File: src/design/usb_ep_defines.svh
`ifndef USB_EP_DEFINES_SVH
`define USB_EP_DEFINES_SVH
// endpoint entry in sram: 16-byte stride, bytes 0..9 used
`define ENT_LAST 4'h9
`define ENT_CTRL 4'h0
`define ENT_STAT 4'h1
`define ENT_BUF 4'h2
`define ENT_MAX 4'h4
`define ENT_CNT 4'h6
`define ENT_TOT 4'h8
`define CTRL_MP 3
`define CTRL_STALL 4
`define STAT_TGL 0
`define STAT_DONE 2
`define MAX_PAYLOAD 10'h3ff
`define WB_LAST 4'h2
`define CLK_MHZ 40
`define SUSPEND_MS 3
`define SUSPEND_CYC (`SUSPEND_MS * `CLK_MHZ * 1000)
`endif

File: src/design/usb_ep_pkg.sv
package usb_ep_pkg;
  typedef enum logic [1:0] {XF_CTRL, XF_ISO, XF_BULK, XF_INT} xfer_e;
  typedef enum logic [1:0] {HS_ACK, HS_NAK, HS_STALL} hs_e;
  typedef enum logic [3:0] {
    ST_IDLE, ST_FETCH, ST_RX, ST_TXRD, ST_TX, ST_TXEND, ST_WAITACK, ST_UPD, ST_WB, ST_DONE
  } state_e;
endpackage

File: src/design/usb_device_endpoint_engine.sv
`timescale 1ns/1ps
`default_nettype none
`include "usb_ep_defines.svh"
// How it works
// - full or low speed signalling; pull-up chosen from the speed input.
// - sixteen endpoint addresses, each with an input and an output entry.
// - each entry selects control, interrupt, bulk or isochronous handling.
// - per-endpoint packet size up to 1023 bytes, ten-bit fields.
// - no local buffers; entries and data live in sram at software addresses.
// - own byte dma moves packet data to and from sram.
// - ping-pong addresses alternate both entries for one direction.
// - multipacket splits large payloads, completing only at the end.
// - completed transfers queue in a fifo, drained oldest first.
// - long idle bus allows sleep; resume raises a wake pulse.
// - engine clock select passes through, registered on the system clock.
module usb_device_endpoint_engine
  import usb_ep_pkg::*;
#(
  parameter int FIFO_DEPTH = 8,
  parameter int SUSPEND_CYCLES = `SUSPEND_CYC
) (
  input wire logic clk_i,
  input wire logic resetn_i,
  input wire logic full_speed_i,
  input wire logic attach_i,
  input wire logic usb_clk_sel_i,
  input wire logic [15:0] table_base_i,
  input wire logic [15:0] pp_en_i,
  input wire logic tok_valid_i,
  input wire logic tok_in_i,
  input wire logic tok_setup_i,
  input wire logic [3:0] tok_ep_i,
  input wire logic rx_valid_i,
  input wire logic [7:0] rx_data_i,
  input wire logic rx_end_i,
  input wire logic tx_ready_i,
  input wire logic host_ack_i,
  input wire logic host_timeout_i,
  input wire logic bus_idle_i,
  input wire logic mem_ack_i,
  input wire logic [7:0] mem_rdata_i,
  input wire logic cplt_pop_i,
  output logic mem_req_o,
  output logic mem_we_o,
  output logic [15:0] mem_addr_o,
  output logic [7:0] mem_wdata_o,
  output logic tx_valid_o,
  output logic [7:0] tx_data_o,
  output logic tx_end_o,
  output logic tx_data1_o,
  output logic hs_valid_o,
  output logic [1:0] hs_code_o,
  output logic cplt_valid_o,
  output logic [5:0] cplt_data_o,
  output logic sleep_ok_o,
  output logic wake_o,
  output logic dp_pullup_o,
  output logic dm_pullup_o,
  output logic usb_clk_sel_o
);
  localparam int PW = $clog2(FIFO_DEPTH);
  localparam int SW = $clog2(SUSPEND_CYCLES + 1);

  function automatic logic [15:0] ent_addr(input logic [15:0] base, input logic [3:0] ep,
                                           input logic d, input logic [3:0] idx);
    return base + {7'h0, ep, d, 4'h0} + {12'h0, idx};
  endfunction

  function automatic logic [9:0] min10(input logic [9:0] a, input logic [9:0] b);
    return (a < b) ? a : b;
  endfunction

  state_e state_reg, state_next;
  logic [3:0] idx_reg, idx_next, ep_reg, ep_next;
  logic [7:0] ent_reg [10], ent_next [10];
  logic in_reg, in_next, setup_reg, setup_next, dsel_reg, dsel_next;
  logic [15:0] bank_reg, bank_next;
  logic [9:0] pkt_len_reg, pkt_len_next, pkt_cnt_reg, pkt_cnt_next;
  logic rx_ovf_reg, rx_ovf_next, rx_end_reg, rx_end_next, done_reg, done_next;
  logic mem_req_reg, mem_req_next, mem_we_reg, mem_we_next;
  logic [15:0] mem_addr_reg, mem_addr_next;
  logic [7:0] mem_wdata_reg, mem_wdata_next, tx_data_reg, tx_data_next;
  logic tx_valid_reg, tx_valid_next, tx_end_reg, tx_end_next, tx_data1_reg, tx_data1_next;
  logic hs_valid_reg, hs_valid_next;
  logic [1:0] hs_code_reg, hs_code_next;
  logic [5:0] fmem_reg [FIFO_DEPTH], fmem_next [FIFO_DEPTH];
  logic [PW-1:0] wp_reg, wp_next, rp_reg, rp_next;
  logic [PW:0] fcnt_reg, fcnt_next;
  logic cplt_valid_reg, cplt_valid_next;
  logic [5:0] cplt_data_reg, cplt_data_next;
  logic idle_s1_reg, idle_s2_reg, susp_reg, susp_next, wake_reg, wake_next;
  logic [SW-1:0] idle_cnt_reg, idle_cnt_next;
  logic dp_reg, dm_reg, clksel_reg;

  logic [9:0] maxp, cnt, tot, cnt_new;
  logic [15:0] bufa;
  logic mp, stall, push;
  xfer_e xfer;

  assign maxp = {ent_reg[5][1:0], ent_reg[4]};
  assign cnt = {ent_reg[7][1:0], ent_reg[6]};
  assign tot = {ent_reg[9][1:0], ent_reg[8]};
  assign bufa = {ent_reg[3], ent_reg[2]};
  assign xfer = xfer_e'(ent_reg[`ENT_CTRL][1:0]);
  assign mp = ent_reg[`ENT_CTRL][`CTRL_MP];
  assign stall = ent_reg[`ENT_CTRL][`CTRL_STALL] && !setup_reg;
  assign cnt_new = cnt + pkt_cnt_reg;

  always_comb begin
    state_next = state_reg;
    idx_next = idx_reg;
    ep_next = ep_reg;
    ent_next = ent_reg;
    in_next = in_reg;
    setup_next = setup_reg;
    dsel_next = dsel_reg;
    bank_next = bank_reg;
    pkt_len_next = pkt_len_reg;
    pkt_cnt_next = pkt_cnt_reg;
    rx_ovf_next = rx_ovf_reg;
    rx_end_next = rx_end_reg;
    done_next = done_reg;
    mem_req_next = mem_req_reg && !mem_ack_i;
    mem_we_next = mem_we_reg;
    mem_addr_next = mem_addr_reg;
    mem_wdata_next = mem_wdata_reg;
    tx_valid_next = tx_valid_reg && !tx_ready_i;
    tx_data_next = tx_data_reg;
    tx_end_next = 1'b0;
    tx_data1_next = tx_data1_reg;
    hs_valid_next = 1'b0;
    hs_code_next = hs_code_reg;
    push = 1'b0;
    case (state_reg)
      ST_IDLE: begin
        // tokens arriving while busy are dropped; the host retries them
        if (tok_valid_i) begin
          ep_next = tok_ep_i;
          in_next = tok_in_i;
          setup_next = tok_setup_i;
          dsel_next = pp_en_i[tok_ep_i] ? bank_reg[tok_ep_i] : tok_in_i;
          idx_next = 4'h0;
          state_next = ST_FETCH;
        end
      end
      ST_FETCH: begin
        if (!mem_req_reg) begin
          mem_req_next = 1'b1;
          mem_we_next = 1'b0;
          mem_addr_next = ent_addr(table_base_i, ep_reg, dsel_reg, idx_reg);
        end else if (mem_ack_i) begin
          ent_next[idx_reg] = mem_rdata_i;
          idx_next = idx_reg + 4'h1;
          if (idx_reg == `ENT_LAST) begin
            pkt_cnt_next = 10'h0;
            rx_ovf_next = 1'b0;
            rx_end_next = 1'b0;
            state_next = in_reg ? ST_TXRD : ST_RX;
          end
        end
      end
      ST_RX: begin
        // one byte in flight: sram must answer within a usb byte time
        if (rx_valid_i) begin
          if (stall || pkt_cnt_reg == maxp) begin
            rx_ovf_next = 1'b1;
          end else begin
            mem_req_next = 1'b1;
            mem_we_next = 1'b1;
            mem_addr_next = bufa + {6'h0, cnt} + {6'h0, pkt_cnt_reg};
            mem_wdata_next = rx_data_i;
            pkt_cnt_next = pkt_cnt_reg + 10'h1;
          end
        end
        if (rx_end_i) begin
          rx_end_next = 1'b1;
        end
        if (rx_end_reg && !mem_req_reg) begin
          if (stall) begin
            hs_valid_next = 1'b1;
            hs_code_next = HS_STALL;
            state_next = ST_IDLE;
          end else if (rx_ovf_reg) begin
            state_next = ST_IDLE;
          end else begin
            hs_valid_next = (xfer != XF_ISO);
            hs_code_next = HS_ACK;
            state_next = ST_UPD;
          end
        end
      end
      ST_TXRD: begin
        if (stall) begin
          hs_valid_next = 1'b1;
          hs_code_next = HS_STALL;
          state_next = ST_IDLE;
        end else begin
          pkt_len_next = min10(maxp, (tot > cnt) ? tot - cnt : 10'h0);
          if (pkt_len_next == pkt_cnt_reg) begin
            state_next = ST_TXEND;
          end else if (!mem_req_reg) begin
            mem_req_next = 1'b1;
            mem_we_next = 1'b0;
            mem_addr_next = bufa + {6'h0, cnt} + {6'h0, pkt_cnt_reg};
          end else if (mem_ack_i) begin
            tx_data_next = mem_rdata_i;
            tx_valid_next = 1'b1;
            pkt_cnt_next = pkt_cnt_reg + 10'h1;
            state_next = ST_TX;
          end
        end
      end
      ST_TX: begin
        if (tx_valid_reg && tx_ready_i) begin
          state_next = (pkt_cnt_reg == pkt_len_reg) ? ST_TXEND : ST_TXRD;
        end
      end
      ST_TXEND: begin
        tx_end_next = 1'b1;
        tx_data1_next = ent_reg[`ENT_STAT][`STAT_TGL];
        state_next = (xfer == XF_ISO) ? ST_UPD : ST_WAITACK;
      end
      ST_WAITACK: begin
        if (host_ack_i) begin
          state_next = ST_UPD;
        end else if (host_timeout_i) begin
          state_next = ST_IDLE;
        end
      end
      ST_UPD: begin
        done_next = !mp || pkt_cnt_reg < maxp || cnt_new >= tot;
        ent_next[`ENT_CNT] = cnt_new[7:0];
        ent_next[7] = {6'h0, cnt_new[9:8]};
        ent_next[`ENT_STAT][`STAT_DONE] = done_next;
        if (xfer != XF_ISO) begin
          ent_next[`ENT_STAT][`STAT_TGL] = !ent_reg[`ENT_STAT][`STAT_TGL];
        end
        idx_next = 4'h0;
        state_next = ST_WB;
      end
      ST_WB: begin
        // only status and count bytes go back; config stays untouched
        if (!mem_req_reg) begin
          mem_req_next = 1'b1;
          mem_we_next = 1'b1;
          mem_addr_next = ent_addr(table_base_i, ep_reg, dsel_reg,
                                   (idx_reg == 4'h0) ? `ENT_STAT : (`ENT_CNT + idx_reg - 4'h1));
          mem_wdata_next = (idx_reg == 4'h0) ? ent_reg[`ENT_STAT] : ent_reg[`ENT_CNT + idx_reg - 4'h1];
        end else if (mem_ack_i) begin
          idx_next = idx_reg + 4'h1;
          state_next = (idx_reg == `WB_LAST) ? ST_DONE : ST_WB;
        end
      end
      ST_DONE: begin
        if (!done_reg) begin
          state_next = ST_IDLE;
        end else if (fcnt_reg != (PW+1)'(FIFO_DEPTH)) begin
          push = 1'b1;
          if (pp_en_i[ep_reg]) begin
            bank_next[ep_reg] = !bank_reg[ep_reg];
          end
          state_next = ST_IDLE;
        end
      end
      default: state_next = ST_IDLE;
    endcase
  end

  always_comb begin
    fmem_next = fmem_reg;
    wp_next = wp_reg;
    rp_next = rp_reg;
    fcnt_next = fcnt_reg;
    if (push) begin
      fmem_next[wp_reg] = {ep_reg, in_reg, dsel_reg};
      wp_next = wp_reg + PW'(1);
      fcnt_next = fcnt_next + (PW+1)'(1);
    end
    if (cplt_pop_i && fcnt_reg != '0) begin
      rp_next = rp_reg + PW'(1);
      fcnt_next = fcnt_next - (PW+1)'(1);
    end
    cplt_valid_next = (fcnt_next != '0);
    cplt_data_next = cplt_valid_next ? fmem_next[rp_next] : 6'h00;
  end

  always_comb begin
    idle_cnt_next = idle_s2_reg ? idle_cnt_reg : '0;
    susp_next = susp_reg;
    wake_next = 1'b0;
    if (idle_s2_reg && !susp_reg) begin
      idle_cnt_next = idle_cnt_reg + SW'(1);
      if (idle_cnt_reg == SW'(SUSPEND_CYCLES - 1)) begin
        susp_next = 1'b1;
      end
    end
    if (!idle_s2_reg && susp_reg) begin
      susp_next = 1'b0;
      wake_next = 1'b1;
    end
  end

  always_ff @(posedge clk_i or negedge resetn_i) begin
    if (!resetn_i) begin
      state_reg <= ST_IDLE;
      idx_reg <= 4'h0;
      ep_reg <= 4'h0;
      ent_reg <= '{default: 8'h00};
      in_reg <= 1'b0;
      setup_reg <= 1'b0;
      dsel_reg <= 1'b0;
      bank_reg <= 16'h0000;
      pkt_len_reg <= 10'h0;
      pkt_cnt_reg <= 10'h0;
      rx_ovf_reg <= 1'b0;
      rx_end_reg <= 1'b0;
      done_reg <= 1'b0;
      mem_req_reg <= 1'b0;
      mem_we_reg <= 1'b0;
      mem_addr_reg <= 16'h0000;
      mem_wdata_reg <= 8'h00;
      tx_valid_reg <= 1'b0;
      tx_data_reg <= 8'h00;
      tx_end_reg <= 1'b0;
      tx_data1_reg <= 1'b0;
      hs_valid_reg <= 1'b0;
      hs_code_reg <= 2'h0;
      fmem_reg <= '{default: 6'h00};
      wp_reg <= '0;
      rp_reg <= '0;
      fcnt_reg <= '0;
      cplt_valid_reg <= 1'b0;
      cplt_data_reg <= 6'h00;
      idle_s1_reg <= 1'b0;
      idle_s2_reg <= 1'b0;
      idle_cnt_reg <= '0;
      susp_reg <= 1'b0;
      wake_reg <= 1'b0;
      dp_reg <= 1'b0;
      dm_reg <= 1'b0;
      clksel_reg <= 1'b0;
    end else begin
      state_reg <= state_next;
      idx_reg <= idx_next;
      ep_reg <= ep_next;
      ent_reg <= ent_next;
      in_reg <= in_next;
      setup_reg <= setup_next;
      dsel_reg <= dsel_next;
      bank_reg <= bank_next;
      pkt_len_reg <= pkt_len_next;
      pkt_cnt_reg <= pkt_cnt_next;
      rx_ovf_reg <= rx_ovf_next;
      rx_end_reg <= rx_end_next;
      done_reg <= done_next;
      mem_req_reg <= mem_req_next;
      mem_we_reg <= mem_we_next;
      mem_addr_reg <= mem_addr_next;
      mem_wdata_reg <= mem_wdata_next;
      tx_valid_reg <= tx_valid_next;
      tx_data_reg <= tx_data_next;
      tx_end_reg <= tx_end_next;
      tx_data1_reg <= tx_data1_next;
      hs_valid_reg <= hs_valid_next;
      hs_code_reg <= hs_code_next;
      fmem_reg <= fmem_next;
      wp_reg <= wp_next;
      rp_reg <= rp_next;
      fcnt_reg <= fcnt_next;
      cplt_valid_reg <= cplt_valid_next;
      cplt_data_reg <= cplt_data_next;
      idle_s1_reg <= bus_idle_i;
      idle_s2_reg <= idle_s1_reg;
      idle_cnt_reg <= idle_cnt_next;
      susp_reg <= susp_next;
      wake_reg <= wake_next;
      dp_reg <= attach_i && full_speed_i;
      dm_reg <= attach_i && !full_speed_i;
      clksel_reg <= usb_clk_sel_i;
    end
  end

  assign mem_req_o = mem_req_reg;
  assign mem_we_o = mem_we_reg;
  assign mem_addr_o = mem_addr_reg;
  assign mem_wdata_o = mem_wdata_reg;
  assign tx_valid_o = tx_valid_reg;
  assign tx_data_o = tx_data_reg;
  assign tx_end_o = tx_end_reg;
  assign tx_data1_o = tx_data1_reg;
  assign hs_valid_o = hs_valid_reg;
  assign hs_code_o = hs_code_reg;
  assign cplt_valid_o = cplt_valid_reg;
  assign cplt_data_o = cplt_data_reg;
  assign sleep_ok_o = susp_reg;
  assign wake_o = wake_reg;
  assign dp_pullup_o = dp_reg;
  assign dm_pullup_o = dm_reg;
  assign usb_clk_sel_o = clksel_reg;
endmodule
`default_nettype wire

File: config.mk
export PLATFORM = sky130hd
export DESIGN_NAME = usb_device_endpoint_engine
export DESIGN_NICKNAME = d
export VERILOG_FILES = /design/src/design/usb_ep_pkg.sv /design/src/design/usb_device_endpoint_engine.sv
export VERILOG_INCLUDE_DIRS = /design/src /design/src/design
export SDC_FILE = /design/constraint.sdc
export NUM_CORES = 1
export LEC_CHECK = 0
export BUFFER_PORTS_ARGS = -buffer_cell sky130_fd_sc_hd__buf_2
export CAP_MARGIN = 15
export CORE_MARGIN = 2
export CORE_UTILIZATION = 60
export DETAILED_ROUTE_END_ITERATION = 6
export PLACE_DENSITY = 0.86
export SLEW_MARGIN = 20
export SYNTH_ARGS = -nofsm -noshare
export SYNTH_HDL_FRONTEND = slang
export SYNTH_SLANG_ARGS = --single-unit
File: constraint.sdc
create_clock -name clk_i -period 6.15 [get_ports clk_i]
set_input_delay 1.23 -clock clk_i [delete_from_list [all_inputs] [get_ports clk_i]]
set_output_delay 1.23 -clock clk_i [all_outputs]
set_load 0.005 [all_outputs]
Word-level counts from Yosys, hierarchy flattened. Index checks and enable logic that the tools add are counted.

Add/sub/neg operators: 16. $lt $le $gt $ge: 13. Eq/ne operators: 47. Multiplexer cells: 134. Bitwise logic cells: 6. Reductions and logical operators: 57.

Operators by type and width (count): $mux W67 (2); $mux W16 (7); $mux W10 (11); $mux W4 (22); $bwmux W80 (1); $pmux W16 S4 (1); $mux W8 (7); $bwmux W48 (1); $mux W48 (1); $mux W1 (44); $ne A2 B2 Y1 const B (21); $pmux W4 S10 (1); $mux W17 (2); $add A16 B10 Y16 (2); $add A16 B4 Y16 (2); $bmux W8 S4 (1); $demux W8 S4 (1); $pmux W16 S2 (1); $eq A10 B10 Y1 (3); $pmux W10 S3 (1); $mux W6 (4); $lt A10 B10 Y1 (2); $reduce_and A4 Y1 (5); $bmux W6 S3 (1); other kinds (56) (129).

Register bits after elaboration: 263. Input port bits: 68. Output and inout port bits: 52. Logic and storage cells: 328.

Depth between registers and ports, before layout. Gate-level depths: netlist of the first run.

Depth in word-level cells: 11. Depth in mapped cells: 24. Mapped depth without buffers: 21.

Worst setup path after synthesis of the first run. Ideal clock, no wire load.

Kind: register -> register. Start point: register idx_reg[0]. End point: register mem_addr_reg[13] (netlist: mem_addr_o[13]). Arrival time: 4.913 ns. Slack: 1.112 ns. Cell stages (with the launch flop): 20. Path buffers: 5. Clock period less this slack: 5.038 ns. Cells stage by stage: dfrtp_1 > buf_1 > clkbuf_1 > buf_1 > inv_1 > ha_1 > clkbuf_1 > clkbuf_1 > nand2_1 > o21ai_0 > ha_1 > a21o_1 > a21oi_1 > nor2b_1 > o21ai_1 > nor3_1 > xnor2_1 > nor2_1 > a21oi_1 > mux2_4.

Word-level cells in the longest chain between the ends: 6. Elaborated cells on any way between the ends: 9. Those cells by class: add/sub: 4; mux: 4; reduce/logical: 1.

Ends and longest elaborated chain: from (decl) (RTL line usb_device_endpoint_engine.sv:74) `logic [3:0] idx_reg, idx_next, ep_reg, ep_next;`; from (signal assigned) (RTL line usb_device_endpoint_engine.sv:344) `idx_reg <= idx_next;`; $add A3 B4 Y4 (no line); $sub A4 B1 Y4 (no line); $mux W4 (RTL line usb_device_endpoint_engine.sv:247) `` (idx_reg == 4'h0) ? `ENT_STAT : (`ENT_CNT + idx_reg - 4'h1)); ``; $add A16 B4 Y16 (RTL line usb_device_endpoint_engine.sv:66) `return base + {7'h0, ep, d, 4'h0} + {12'h0, idx};`; $mux W16 (RTL line usb_device_endpoint_engine.sv:243) `if (!mem_req_reg) begin`; $pmux W16 S4 (*) (RTL line usb_device_endpoint_engine.sv:134) `case (state_reg)`; to (signal assigned) (RTL line usb_device_endpoint_engine.sv:358) `mem_addr_reg <= mem_addr_next;`; to (decl) (RTL line usb_device_endpoint_engine.sv:81) `logic [15:0] mem_addr_reg, mem_addr_next;`.

Every way passes the cells marked *; elsewhere a longest branch is shown, timed or not. The select of a mux whose other input is x is not followed. A chain may end at the register's enable or synchronous reset.

Worst setup path after layout of the first run.
Start point: register ent_reg[8] (netlist name). End point: register mem_wdata_reg[0] (netlist: mem_wdata_o[0]).

Word-level cells in the longest chain between the ends: 6.

Ends and longest elaborated chain: from (decl) (RTL line usb_device_endpoint_engine.sv:75) `logic [7:0] ent_reg [10], ent_next [10];`; from (signal assigned) (RTL line usb_device_endpoint_engine.sv:346) `ent_reg <= ent_next;`; $bmux W8 S4 (RTL line usb_device_endpoint_engine.sv:248) `` mem_wdata_next = (idx_reg == 4'h0) ? ent_reg[`ENT_STAT] : ent_reg[`ENT_CNT + idx_reg - 4'h1]; ``; $mux W8 (3 in series) (RTL line usb_device_endpoint_engine.sv:248); $mux W8 (RTL line usb_device_endpoint_engine.sv:243); $pmux W8 S2 (RTL line usb_device_endpoint_engine.sv:134); to (signal assigned) (RTL line usb_device_endpoint_engine.sv:359) `mem_wdata_reg <= mem_wdata_next;`; to (decl) (RTL line usb_device_endpoint_engine.sv:82) `logic [7:0] mem_wdata_reg, mem_wdata_next, tx_data_reg, tx_data_next;`.

No other way between the ends. The select of a mux whose other input is x is not followed.

==> metrics.txt, run 1 <==
outcome=complete, no violations; worst vdd ir=0.2645 mV; min Tclk post-route=between 5000 and 6000 ps; compound-gate portion of the synthesized area=a little under an eighth; crit path DAT=approximately 6300 ps; post-synth top area cell=dfrtp_1; top cell type's share of synthesized area=39.96%; synthesis warning total=0; Via-to-Cell Ratio=around 6.5; mux contribution to synthesized area=20.00%; pin count of the biggest net entering global routing=184; # setup viols final=0; layout cells sized above 1=24.41%; Syn Inst Count=1536; initial core utilization=between 60% and 70%; largest family of logic cells by synthesized area=multiplexers; Synth Area in Simple Gates=roughly an eighth; Pre-Repair DR Iteration Count=6; P per Cell Area=476.9 nW/µm²; area growth from synthesis to layout=11.68%; max-cap violations=0; hold slack=approximately 360 ps; Slowest-stage cell, CP=o311ai_1; initial antenna violation count=2; Die H=~170 µm; leakage power=between 8 and 9 nW; endpoints failing hold=0; fraction of synthesized cell area in xor and xnor cells=under 10%; Syn Nets=roughly 1700; Post-DP HPWL=31590 µm; vias in the first global route=about 13000; Global Route Usage Sum=between 30% and 40%; Die ar.=between 20000 and 30000 µm²; CP startpoint kind=register; Req. time, crit path=6580 ps; Worst-path clk slew=60 ps; largest cells by area after synthesis=dfrtp_1 40%, mux2_2 9.1%, ha_1 6.3%, mux4_2 5.6%, nand2_1 3.3%; Max Clock Skew=around 17 ps; core area=around 27000 µm²; synthesized flop and latch total=262; max reg flops=54; Netlist cell types=87; number of flops mapped to enable cells by yosys=0; chip width=approximately 170 µm; antenna-violating nets left=0; Worst Setup End Kind=register; share of the yosys chip area belonging to registers=between 30 and 40%; Most used DFF post-synth=dfrtp_1; input/output buffers=118; CTS Buffer Depth=3; clock buffers created by TritonCTS=28; fin nets=roughly 1800; Cell Chain, Critical Path=inv_1 -> ha_1 -> inv_1 -> fa_1 -> a211oi_2 -> nor2_1 -> o311ai_1 -> nand2_1 -> ha_1 -> nand4_1 -> nor3_2 -> a21oi_1 -> a2111oi_1 -> a31oi_1 -> a221oi_2 -> o2111a_1 -> or4b_4 -> a31oi_4 -> buf_4 -> a21oi_4 -> mux2_4; TNS Setup=0 ps; Seq. cell area=between 6000 and 7000 µm²; max-slew violation count=0; Hold Startpoint=idle_s1_reg; Slew @ Worst Pin=about 1000 ps; Antenna Cells=0; total grt overflow=0; CTS HTree Levels=1; Vias=~13000; hold path depth=0; first-pass GRT wire length=around 70000 µm; FFs w/ async S/R, synth=100.0%; CP Max Fanout=17; Avg Inst Size Synth=roughly 11 µm²; Syn Std Cell Area=roughly 16000 µm²; total wire length=around 44000 µm; root buffer cell=clkbuf_16; DRT iter0 DRCs=1290; GP Congestion=approximately 0.93; r2r setup slk=a little over 300 ps; worst r2r src=ent_reg[8]; CP Class=reg2reg; CP peak stage delay=560 ps; f_max=roughly 0.17 GHz; CTS tree=built; RR Endpoint=mem_wdata_o[0]; RSZ-0062 raised after global routing=false; # IOs=120; DRC viols=0; Register-to-Register Path Depth=21; clock sink total=~260; Synth Area in Adders=around 8%; # fillers=a little under 2000; Site Rows=60; Skew-Pair Late Insertion Delay=550 ps; WHS Endpoint=idle_s2_reg; Hold Crit Class=reg2reg; combined area of the multi-input logic cells=9274 µm²; Rel. slew slack=slightly above 30%; Final period util=94.97%; Avg WL per Cell=between 20 and 25 µm
## through the flow
step | worst slack [ps] | cells | power, W | util (%) | cell area [µm²]
final | 309.4 | 1992 | 0.008739 | 68.18 | 18320
after global placement | 407.5 | 1936 | 0.006621 | 64.14 | 17240
after detailed placement | 275.2 | 1936 | 0.006753 | 64.14 | 17240
after CTS | 255.7 | 1988 | 0.008632 | 67.91 | 18250
after floorplan | 1112 | 1536 | 0.005583 | - | 16410
after global routing | 13.64 | 1992 | 0.009271 | 68.18 | 18320
## where the power goes
part | leakage [nW] | switching (W) | internal, W
clock network | 0.507 | 0.000706 | 0.00112
logic | 4.68 | 0.00235 | 0.00189
registers | 3.45 | 0.000545 | 0.00212
total | 8.63 | 0.00360 | 0.00513
## cell usage in the layout, fill, tap and decap left out, drive strengths merged, types with 50 or more instances in the layout
cell type,Yosys,final
a21oi,67,67
mux2i,50,50
mux2,159,159
nand2,144,144
dfrtp,262,262
o21ai,85,85
ha,82,82
nor2,92,92
inv,73,74
buf,15,135
## cell families (layout without fill, tap and decap cells)
logic type	Yosys count	after routing
flip-flops	262	262
multiplexers	250	250
other	1	1
buffers and inverters	147	262
XOR/XNOR	87	87
AO/OA/AOI/OAI	291	291
adder cells (fa/ha/maj)	97	97
AND/OR/NAND/NOR	401	401
## per-layer routing
metal  GRT usage (%)  vias to the layer above  share of wire [%]  wire [µm]
li1                -                     5736                  -          -
met1           39.91                     6377                 38      16860
met2           51.25                      691                 47      20850
met3           6.297                      188                8.9       3890
met4           15.01                        2                5.3       2314
met5               0                        -              0.030         13
## worst max-delay path by stage
stage	startpoint	to	slack [ps]	cells past startpoint
4_1_cts	ent_reg[8]	mem_addr_o[1]	260	21
6_report	ent_reg[8]	mem_wdata_o[0]	310	21
5_1_grt	ent_reg[8]	mem_wdata_o[1]	10	21
3_5_place_dp	ent_reg[8]	mem_addr_o[1]	280	21
2_1_floorplan	idx_reg[0]	mem_addr_o[13]	1110	19
3_3_place_gp	ent_reg[8]	mem_addr_o[15]	410	21
## worst max-delay path, delay by kind of cell, from the launching register on
| family | cells | cell delay [ps] |
|---|---|---|
| AO/OA/AOI/OAI | 9 | 2580 |
| AND/OR/NAND/NOR | 5 | 1070 |
| flip-flops | 1 | 410 |
| buffers and inverters | 3 | 400 |
| multiplexers | 1 | 350 |
| adder cells (fa/ha/maj) | 3 | 930 |
## cell usage after synthesis, types with 41 or more instances
cell      number
a21oi_1       65
clkbuf_1      57
dfrtp_1      262
nor2_1        90
o21ai_0       80
ha_1          82
mux4_2        41
xnor2_1       49
mux2i_1       50
inv_1         73
mux2_2       133
nand2_1      144
## layout make-up
type | instances | share of cell area (%)
clock buffers | 40 | 4.623
clock inverters | 12 | 0.8946
inverters | 75 | 1.536
multi-input cells | 1127 | 50.61
flip-flops and latches | 262 | 35.78
well taps | 341 | 2.329
repair buffers | 135 | 4.220
## timing repair
action,4_1_cts,5_1_grt
buffers inserted,0,3
hold buffers,0,0
gates resized for setup,0,3
setup endpoints to repair,0,34
No activity file was read; power rests on OpenSTA's default activity.
==> run 2: changes to the inputs <==
--- a/config.mk
+++ b/config.mk
@@ -9,9 +9,10 @@
 export BUFFER_PORTS_ARGS = -buffer_cell sky130_fd_sc_hd__buf_2
 export CAP_MARGIN = 15
 export CORE_MARGIN = 2
-export CORE_UTILIZATION = 60
+export CORE_UTILIZATION = 45
 export DETAILED_ROUTE_END_ITERATION = 6
-export PLACE_DENSITY = 0.86
+export HOLD_SLACK_MARGIN = 0.05
+export PLACE_DENSITY = 0.72
 export SLEW_MARGIN = 20
 export SYNTH_ARGS = -nofsm -noshare
 export SYNTH_HDL_FRONTEND = slang
==> constraint.sdc (replaced) <==
create_clock -name clk_i -period 5.35 [get_ports clk_i]
set_input_delay 1.07 -clock clk_i [delete_from_list [all_inputs] [get_ports clk_i]]
set_output_delay 1.07 -clock clk_i [all_outputs]
set_load 0.005 [all_outputs]
==> run 2 against run 1 <==
Compared with the run above: first-iteration DRC count is 29% lower; largest power group unchanged; critical endpoint is now mem_addr_o[14]; cell area up 3.0%; total power is 17% higher; sequential power up 11%; wire length is 2.4% higher; core utilization fell by 15 points.
==> metrics.txt, run 2 (same netlist as run 1, synthesis figures left out) <==
# setup viols final=0 (unchanged); Vias=12740 (-1.9%); Skew-Pair Late Insertion Delay=570 ps (+20 ps); CP Max Fanout=16 (-1); Avg WL per Cell=20.82 µm (-5.6%); endpoints failing hold=0 (unchanged); pre-CTS WS=-134.7 ps (-409.9 ps); vias in the first global route=12690 (-4.0%); first-pass GRT wire length=70840 µm (about the same); Gate power share=51.1% (+2.5 points); DRT iter0 DRCs=919 (-29%); fin nets=1842 (+2.7%); sw power=0.004166 W (+16%); Post-DP HPWL=33160 µm (+5.0%); register share of total power=28.9% (-1.6 points); max-slew violation count=0 (unchanged); max-cap violations=0 (unchanged); DRC viols=0 (unchanged); f_max=0.1933 GHz (+13%); hold slack=353.4 ps (-2.855 ps); switch share=40.62% (-0.63 points); final instance area=18860 µm² (+3.0%); clock share of power=20.0% (-0.9 points); outcome=complete, no violations; PnR worst setup slack=177.8 ps (-131.6 ps); Via-to-Cell Ratio=5.896 (-9.6%); input/output buffers=118 (unchanged); Slew @ Worst Pin=1081 ps (+47.23 ps); total grt overflow=0 (unchanged); Global Route Usage Sum=23.58% (-7.6 points); max reg flops=54 (unchanged); leakage power=8.850 nW (+2.5%); Slowest-stage cell, CP=or4b_4; Worst-path clk slew=60 ps (about the same); placed cell area=17730 µm² (+2.8%); crit path DAT=5610 ps (-660 ps); commonest non-fill, non-tap cell in the layout=dfrtp_1; core area=35740 µm² (+33%); CTS Buffer Depth=3 (unchanged); layout cells sized above 1=26.96% (+2.5 points); initial antenna violation count=1 (-1); chip width=194.9 µm (+15%); CP Class=reg2reg; commonest non-fill, non-tap cells in the layout=262 x dfrtp_1, 144 x nand2_1, 132 x mux2_2, 117 x buf_2, 89 x nor2_1; Hold Crit Class=reg2reg; Final Util=52.78% (-15 points); Die ar.=38000 µm² (+32%); CTS HTree Levels=1 (unchanged); pin count of the biggest net entering global routing=109 (-41%); Cell Chain, Critical Path=inv_1 -> ha_1 -> inv_1 -> fa_2 -> a211oi_2 -> o21bai_2 -> xor2_1 -> nand2_1 -> ha_1 -> nand4_1 -> o21ai_1 -> o221ai_2 -> buf_4 -> a211oi_4 -> a21oi_1 -> o31ai_1 -> nand3_1 -> or4b_4 -> a31oi_4 -> buf_4 -> a211oi_4 -> buf_12 -> mux2_4; root buffer cell=clkbuf_16; worst vdd ir=0.2795 mV (+5.7%); initial core utilization=45.90% (-15 points); GP Congestion=0.8910 (-4.7%); Req. time, crit path=5790 ps (-790 ps); Final period util=96.68% (+1.7 points); total wire length=44990 µm (+2.4%); area growth from synthesis to layout=14.99%; TNS Setup=0 ps (unchanged); CTS tree=built; Worst Setup End Kind=register; antenna-violating nets left=0 (unchanged); # IOs=120 (unchanged); Site Rows=69 (+15%); P_int=0.006090 W (+19%); Die H=194.9 µm (+15%); RSZ-0062 raised after global routing=false; cts hold-fix bufs=0 (unchanged); Pre-Repair DR Iteration Count=5 (-1); Max Clock Skew=22.10 ps (+5.261 ps); clock sink total=262 (unchanged); CP startpoint kind=register; P per Cell Area=543.6 nW/µm² (+14%); CP peak stage delay=570 ps (about the same); Rel. slew slack=27.39% (-3.7 points); min Tclk post-route=5172 ps (-668.4 ps); clock buffers created by TritonCTS=31 (+11%)
## run 2: cell count changes in the layout (fill, tap and decap cells not counted), moves of 3 or more
cell | before | now
bufinv_16 | 4 | 1
clkinv_2 | 7 | 4
clkbuf_1 | 3 | 6
clkinv_4 | 0 | 3
buf_4 | 14 | 59
## run 2: per-layer routing
metal,up-vias,share of wire [%],GRT usage [%]
met5,-,0,0
met4,0,4.8,10.04
met3,117,6.0,3.245
met2,491,47,39.18
met1,6296,42,31.00
li1,5838,-,-
## run 2: stage by stage
stage	power, W	cells
floorplan	0.006418	1536
global placement	0.007911	2101
detailed placement	0.008011	2101
CTS	0.01015	2156
global route	0.01093	2160
finish	0.01026	2161
## run 2: timing repair
| item | 4_1_cts | 5_1_grt |
|---|---|---|
| gates resized for setup | 7 | 15 |
| endpoints found under the setup margin | 33 | 47 |
| setup buffers | 0 | 4 |
| cloned | 0 | 0 |
| pin swaps | 0 | 10 |
| hold endpoints to repair | 0 | 0 |
## run 2: layout make-up
cell class | instances | area [µm²]
fill | 3157 | 16880
clock inverter | 10 | 92.59
inverter | 75 | 281.5
clock buffer | 45 | 908.4
multi-input combinational | 1127 | 9343
timing repair buffer | 180 | 1104
antenna | 1 | 2.502
sequential | 262 | 6556
tap | 461 | 576.8
## run 2: critical path: cells and delay by family (launching register included)
family	cells	cell delay (ps)
AOI/OAI and AO/OA	9	1760
adders and majority gates	3	860
xor gates and xnor gates	1	170
buffers and inverters	5	640
DFF	1	380
muxes	1	300
and+or+nand+nor	4	940
## run 2: path summary, 6_finish.rpt
| path | slack, ps | depth (start not counted) | start | to |
|---|---|---|---|---|
| worst min-delay path | 350 | 0 | idle_s1_reg | idle_s2_reg |
| worst max-delay path | 180 | 23 | ent_reg[8] | mem_addr_o[14] |
| worst max register to register | 180 | 23 | ent_reg[8] | mem_addr_o[14] |
| worst min register to register | 350 | 0 | idle_s1_reg | idle_s2_reg |
| max in group asynchronous | 3550 | 2 | resetn_i | fmem_reg[23] |
| min in group asynchronous | 500 | 1 | resetn_i | pkt_len_reg[2] |
## run 2: power by group through the flow
stage / clock [W] / sequential (W) / combinational, W
3_5_place_dp: 0 / 0.00298 / 0.00503
3_3_place_gp: 0 / 0.00296 / 0.00495
4_1_cts: 0.00210 / 0.00295 / 0.00510
2_1_floorplan: 0 / 0.00276 / 0.00366
6_report: 0.00206 / 0.00296 / 0.00524
5_1_grt: 0.00218 / 0.00302 / 0.00572
==> run 3: changes to the inputs <==
--- a/config.mk
+++ b/config.mk
@@ -8,11 +8,13 @@
 export LEC_CHECK = 0
 export BUFFER_PORTS_ARGS = -buffer_cell sky130_fd_sc_hd__buf_2
 export CAP_MARGIN = 15
+export CELL_PAD_IN_SITES_DETAIL_PLACEMENT = 1
+export CELL_PAD_IN_SITES_GLOBAL_PLACEMENT = 1
 export CORE_MARGIN = 2
-export CORE_UTILIZATION = 45
+export CORE_UTILIZATION = 44
 export DETAILED_ROUTE_END_ITERATION = 6
 export HOLD_SLACK_MARGIN = 0.05
-export PLACE_DENSITY = 0.72
+export PLACE_DENSITY = 0.84
 export SLEW_MARGIN = 20
 export SYNTH_ARGS = -nofsm -noshare
 export SYNTH_HDL_FRONTEND = slang
==> run 3 against run 2 <==
Compared with the run above: non-clock buffer count increased by 2; maximum frequency decreased by 2.9%; largest cell class unchanged; via count increased by 4.6%; flip-flop and latch count unchanged; setup slack got worse by 160 ps.
==> metrics.txt, run 3 (same netlist as run 1, synthesis figures left out) <==
outcome=complete, no violations; Bufs and invs on worst path=5 (unchanged); fin nets=1848 (+0.33%); max reg flops=54 (unchanged); total wire length=55780 µm (+24%); first-pass GRT wire length=86270 µm (+22%); worst vdd ir=0.2878 mV (+3.0%); max-cap violations=0 (unchanged); Hold Startpoint=idle_s1_reg; crit path DAT=5750 ps (+140 ps); # IOs=120 (unchanged); commonest non-fill, non-tap cells in the layout=261 x dfrtp_1, 140 x nand2_1, 132 x mux2_2, 117 x buf_2, 88 x nor2_1; DRC viols=0 (unchanged); CTS tree=built; Worst Setup End Kind=register; Avg WL per Cell=25.64 µm (+23%); worst r2r src=ent_reg[8]; Inst Count DP=2103 (+0.095%); initial core utilization=44.71% (-1.2 points); CP Class=reg2reg; endpoints failing hold=0 (unchanged); Die H=197.1 µm (+1.1%); min Tclk post-route=5328 ps (+155.8 ps); Worst-path clk slew=60 ps (about the same); root buffer cell=clkbuf_16; # setup viols final=0 (unchanged); Final Instance Count excl. Fillers=2175 (+0.65%); Pre-Repair DR Iteration Count=5 (unchanged); leakage power=8.958 nW (+1.2%); core area=36700 µm² (+2.7%); WHS Endpoint=idle_s2_reg; Hold Crit Class=reg2reg; layout cells sized above 1=29.15% (+2.2 points); area growth from synthesis to layout=17.33%; Slew @ Worst Pin=1220 ps (+139.2 ps); Gate power share=50.7% (-0.4 points); r2r setup slk=20 ps (-160 ps); CP peak stage delay=600 ps (+30 ps); CP delay by family, top=compound AO/OA/AOI/OAI gates; CTS HTree Levels=2 (+1); CP Launch Point=ent_reg[8]; GP Congestion=0.8868 (-0.47%); CP Max Fanout=20 (+4); Vias=13330 (+4.6%); P_int=0.006499 W (+6.7%); antenna-violating nets left=0 (unchanged); Final period util=99.59% (+2.9 points); combined area of the multi-input logic cells=9495 µm² (+1.6%); initial antenna violation count=5 (+4); clock buffers created by TritonCTS=34 (+9.7%); Via-to-Cell Ratio=6.131 (+4.0%); vias in the first global route=14700 (+16%); DRT iter0 DRCs=778 (-15%); sw power=0.004743 W (+14%); Rel. slew slack=18.04% (-9.4 points); Skew-Pair Late Insertion Delay=550 ps (-20 ps); hold path depth=0 (unchanged); Global Route Usage Sum=28.93% (+5.3 points); chip width=197.1 µm (+1.1%); Cell Chain, Critical Path=inv_2 -> ha_4 -> inv_2 -> fa_2 -> a211oi_2 -> o21bai_2 -> buf_4 -> xor2_2 -> nand2_2 -> ha_4 -> nand4_1 -> o21ai_2 -> o221ai_2 -> buf_4 -> a211oi_4 -> a21oi_2 -> o31ai_1 -> nand3_1 -> or4b_4 -> a31oi_4 -> buf_8 -> a21oi_4 -> mux2_4; commonest non-fill, non-tap cell in the layout=dfrtp_1; clock sink total=262 (unchanged); Site Rows=70 (+1.4%); register share of total power=27.2% (-1.7 points); Slowest-stage cell, CP=or4b_4; CTS Buffer Depth=3 (unchanged); input/output buffers=118 (unchanged); # fillers=3940 (+25%); Register-to-Register Path Depth=23 (unchanged); Die ar.=38850 µm² (+2.2%); Post-DP HPWL=38740 µm (+17%); hold slack=367.3 ps (+13.90 ps); clock share of power=22.0% (+2.0 points); Req. time, crit path=5770 ps (-20 ps); f_max=0.1877 GHz (-2.9%); switch share=42.19% (+1.6 points); pin count of the biggest net entering global routing=130 (+19%); Max Clock Skew=22.37 ps (+0.2638 ps); RR Endpoint=mem_wdata_o[2]; total grt overflow=0 (unchanged); Seq. cell area=6558 µm² (about the same); CP startpoint kind=register; RSZ-0062 raised after global routing=true; P per Cell Area=584.1 nW/µm² (+7.4%); max-slew violation count=0 (unchanged)
-- run 3: final cells by class --
type	count	share of cell area (%)
Clock buffer	41	4.869
Sequential cell	262	34.07
Clock inverter	17	1.287
Tap cell	468	3.042
Timing Repair Buffer	182	5.915
Antenna cell	2	0.02600
Inverter	75	1.463
Multi-Input combinational cell	1128	49.33
-- run 3: what timing repair did --
item,4_1_cts,5_1_grt
cloned,0,2
pin swaps,2,22
setup buffers,1,9
hold buffers,0,0
resized for setup,10,44
endpoints found under the setup margin,37,49
endpoints found under the hold margin,0,0
-- run 3: worst max-delay path by stage --
stage	endpoint	cells past startpoint
after floorplan	mem_addr_o[13]	19
after global placement	tx_data_o[3]	20
after detailed placement	tx_data_o[7]	20
after CTS	tx_data_o[5]	22
after global routing	mem_addr_o[6]	24
final	mem_wdata_o[2]	23
-- run 3: routing by layer --
layer | part of all wire, % | wire (µm) | track usage, % | up-vias
met1 | 40 | 22080 | 35.29 | 6826
met2 | 48 | 26980 | 48.76 | 490
met5 | 0.11 | 60 | 0 | -
met4 | 4.7 | 2645 | 13.00 | 8
met3 | 7.2 | 4012 | 6.915 | 172
li1 | - | - | - | 5838
-- run 3: worst reg2reg max path, stage by stage, from the launching register on --
cell and delay [ps]:
dfrtp_1 400, inv_2 70, ha_4 130, inv_2 40
fa_2 380, a211oi_2 290, o21bai_2 150, buf_4 170
xor2_2 130, nand2_2 100, ha_4 290, nand4_1 150
o21ai_2 170, o221ai_2 160, buf_4 170, a211oi_4 360
a21oi_2 90, o31ai_1 250, nand3_1 130, or4b_4 600
a31oi_4 230, buf_8 230, a21oi_4 160, mux2_4 350
-- run 3: power by group through the flow --
| stage | Combinational (W) | Sequential, W | Clock (W) |
|---|---|---|---|
| finish | 0.00570 | 0.00306 | 0.00248 |
| global route | 0.00617 | 0.00312 | 0.00258 |
| CTS | 0.00533 | 0.00304 | 0.00251 |
| detailed placement | 0.00516 | 0.00306 | 0 |
| global placement | 0.00494 | 0.00301 | 0 |
| floorplan | 0.00366 | 0.00276 | 0 |
-- run 3: stage by stage --
stage	total power [W]	cell area (µm²)	util [%]	setup WS [ps]	TNS, ps
2_1_floorplan	0.006418	16410	-	311.6	0
3_3_place_gp	0.007952	17700	48.23	-38.93	-723.2
3_5_place_dp	0.008221	17700	48.23	-235.2	-6050
4_1_cts	0.01089	18950	51.63	1.238	0
5_1_grt	0.01187	19240	52.44	-168.6	-4446
6_report	0.01124	19250	52.45	21.95	0
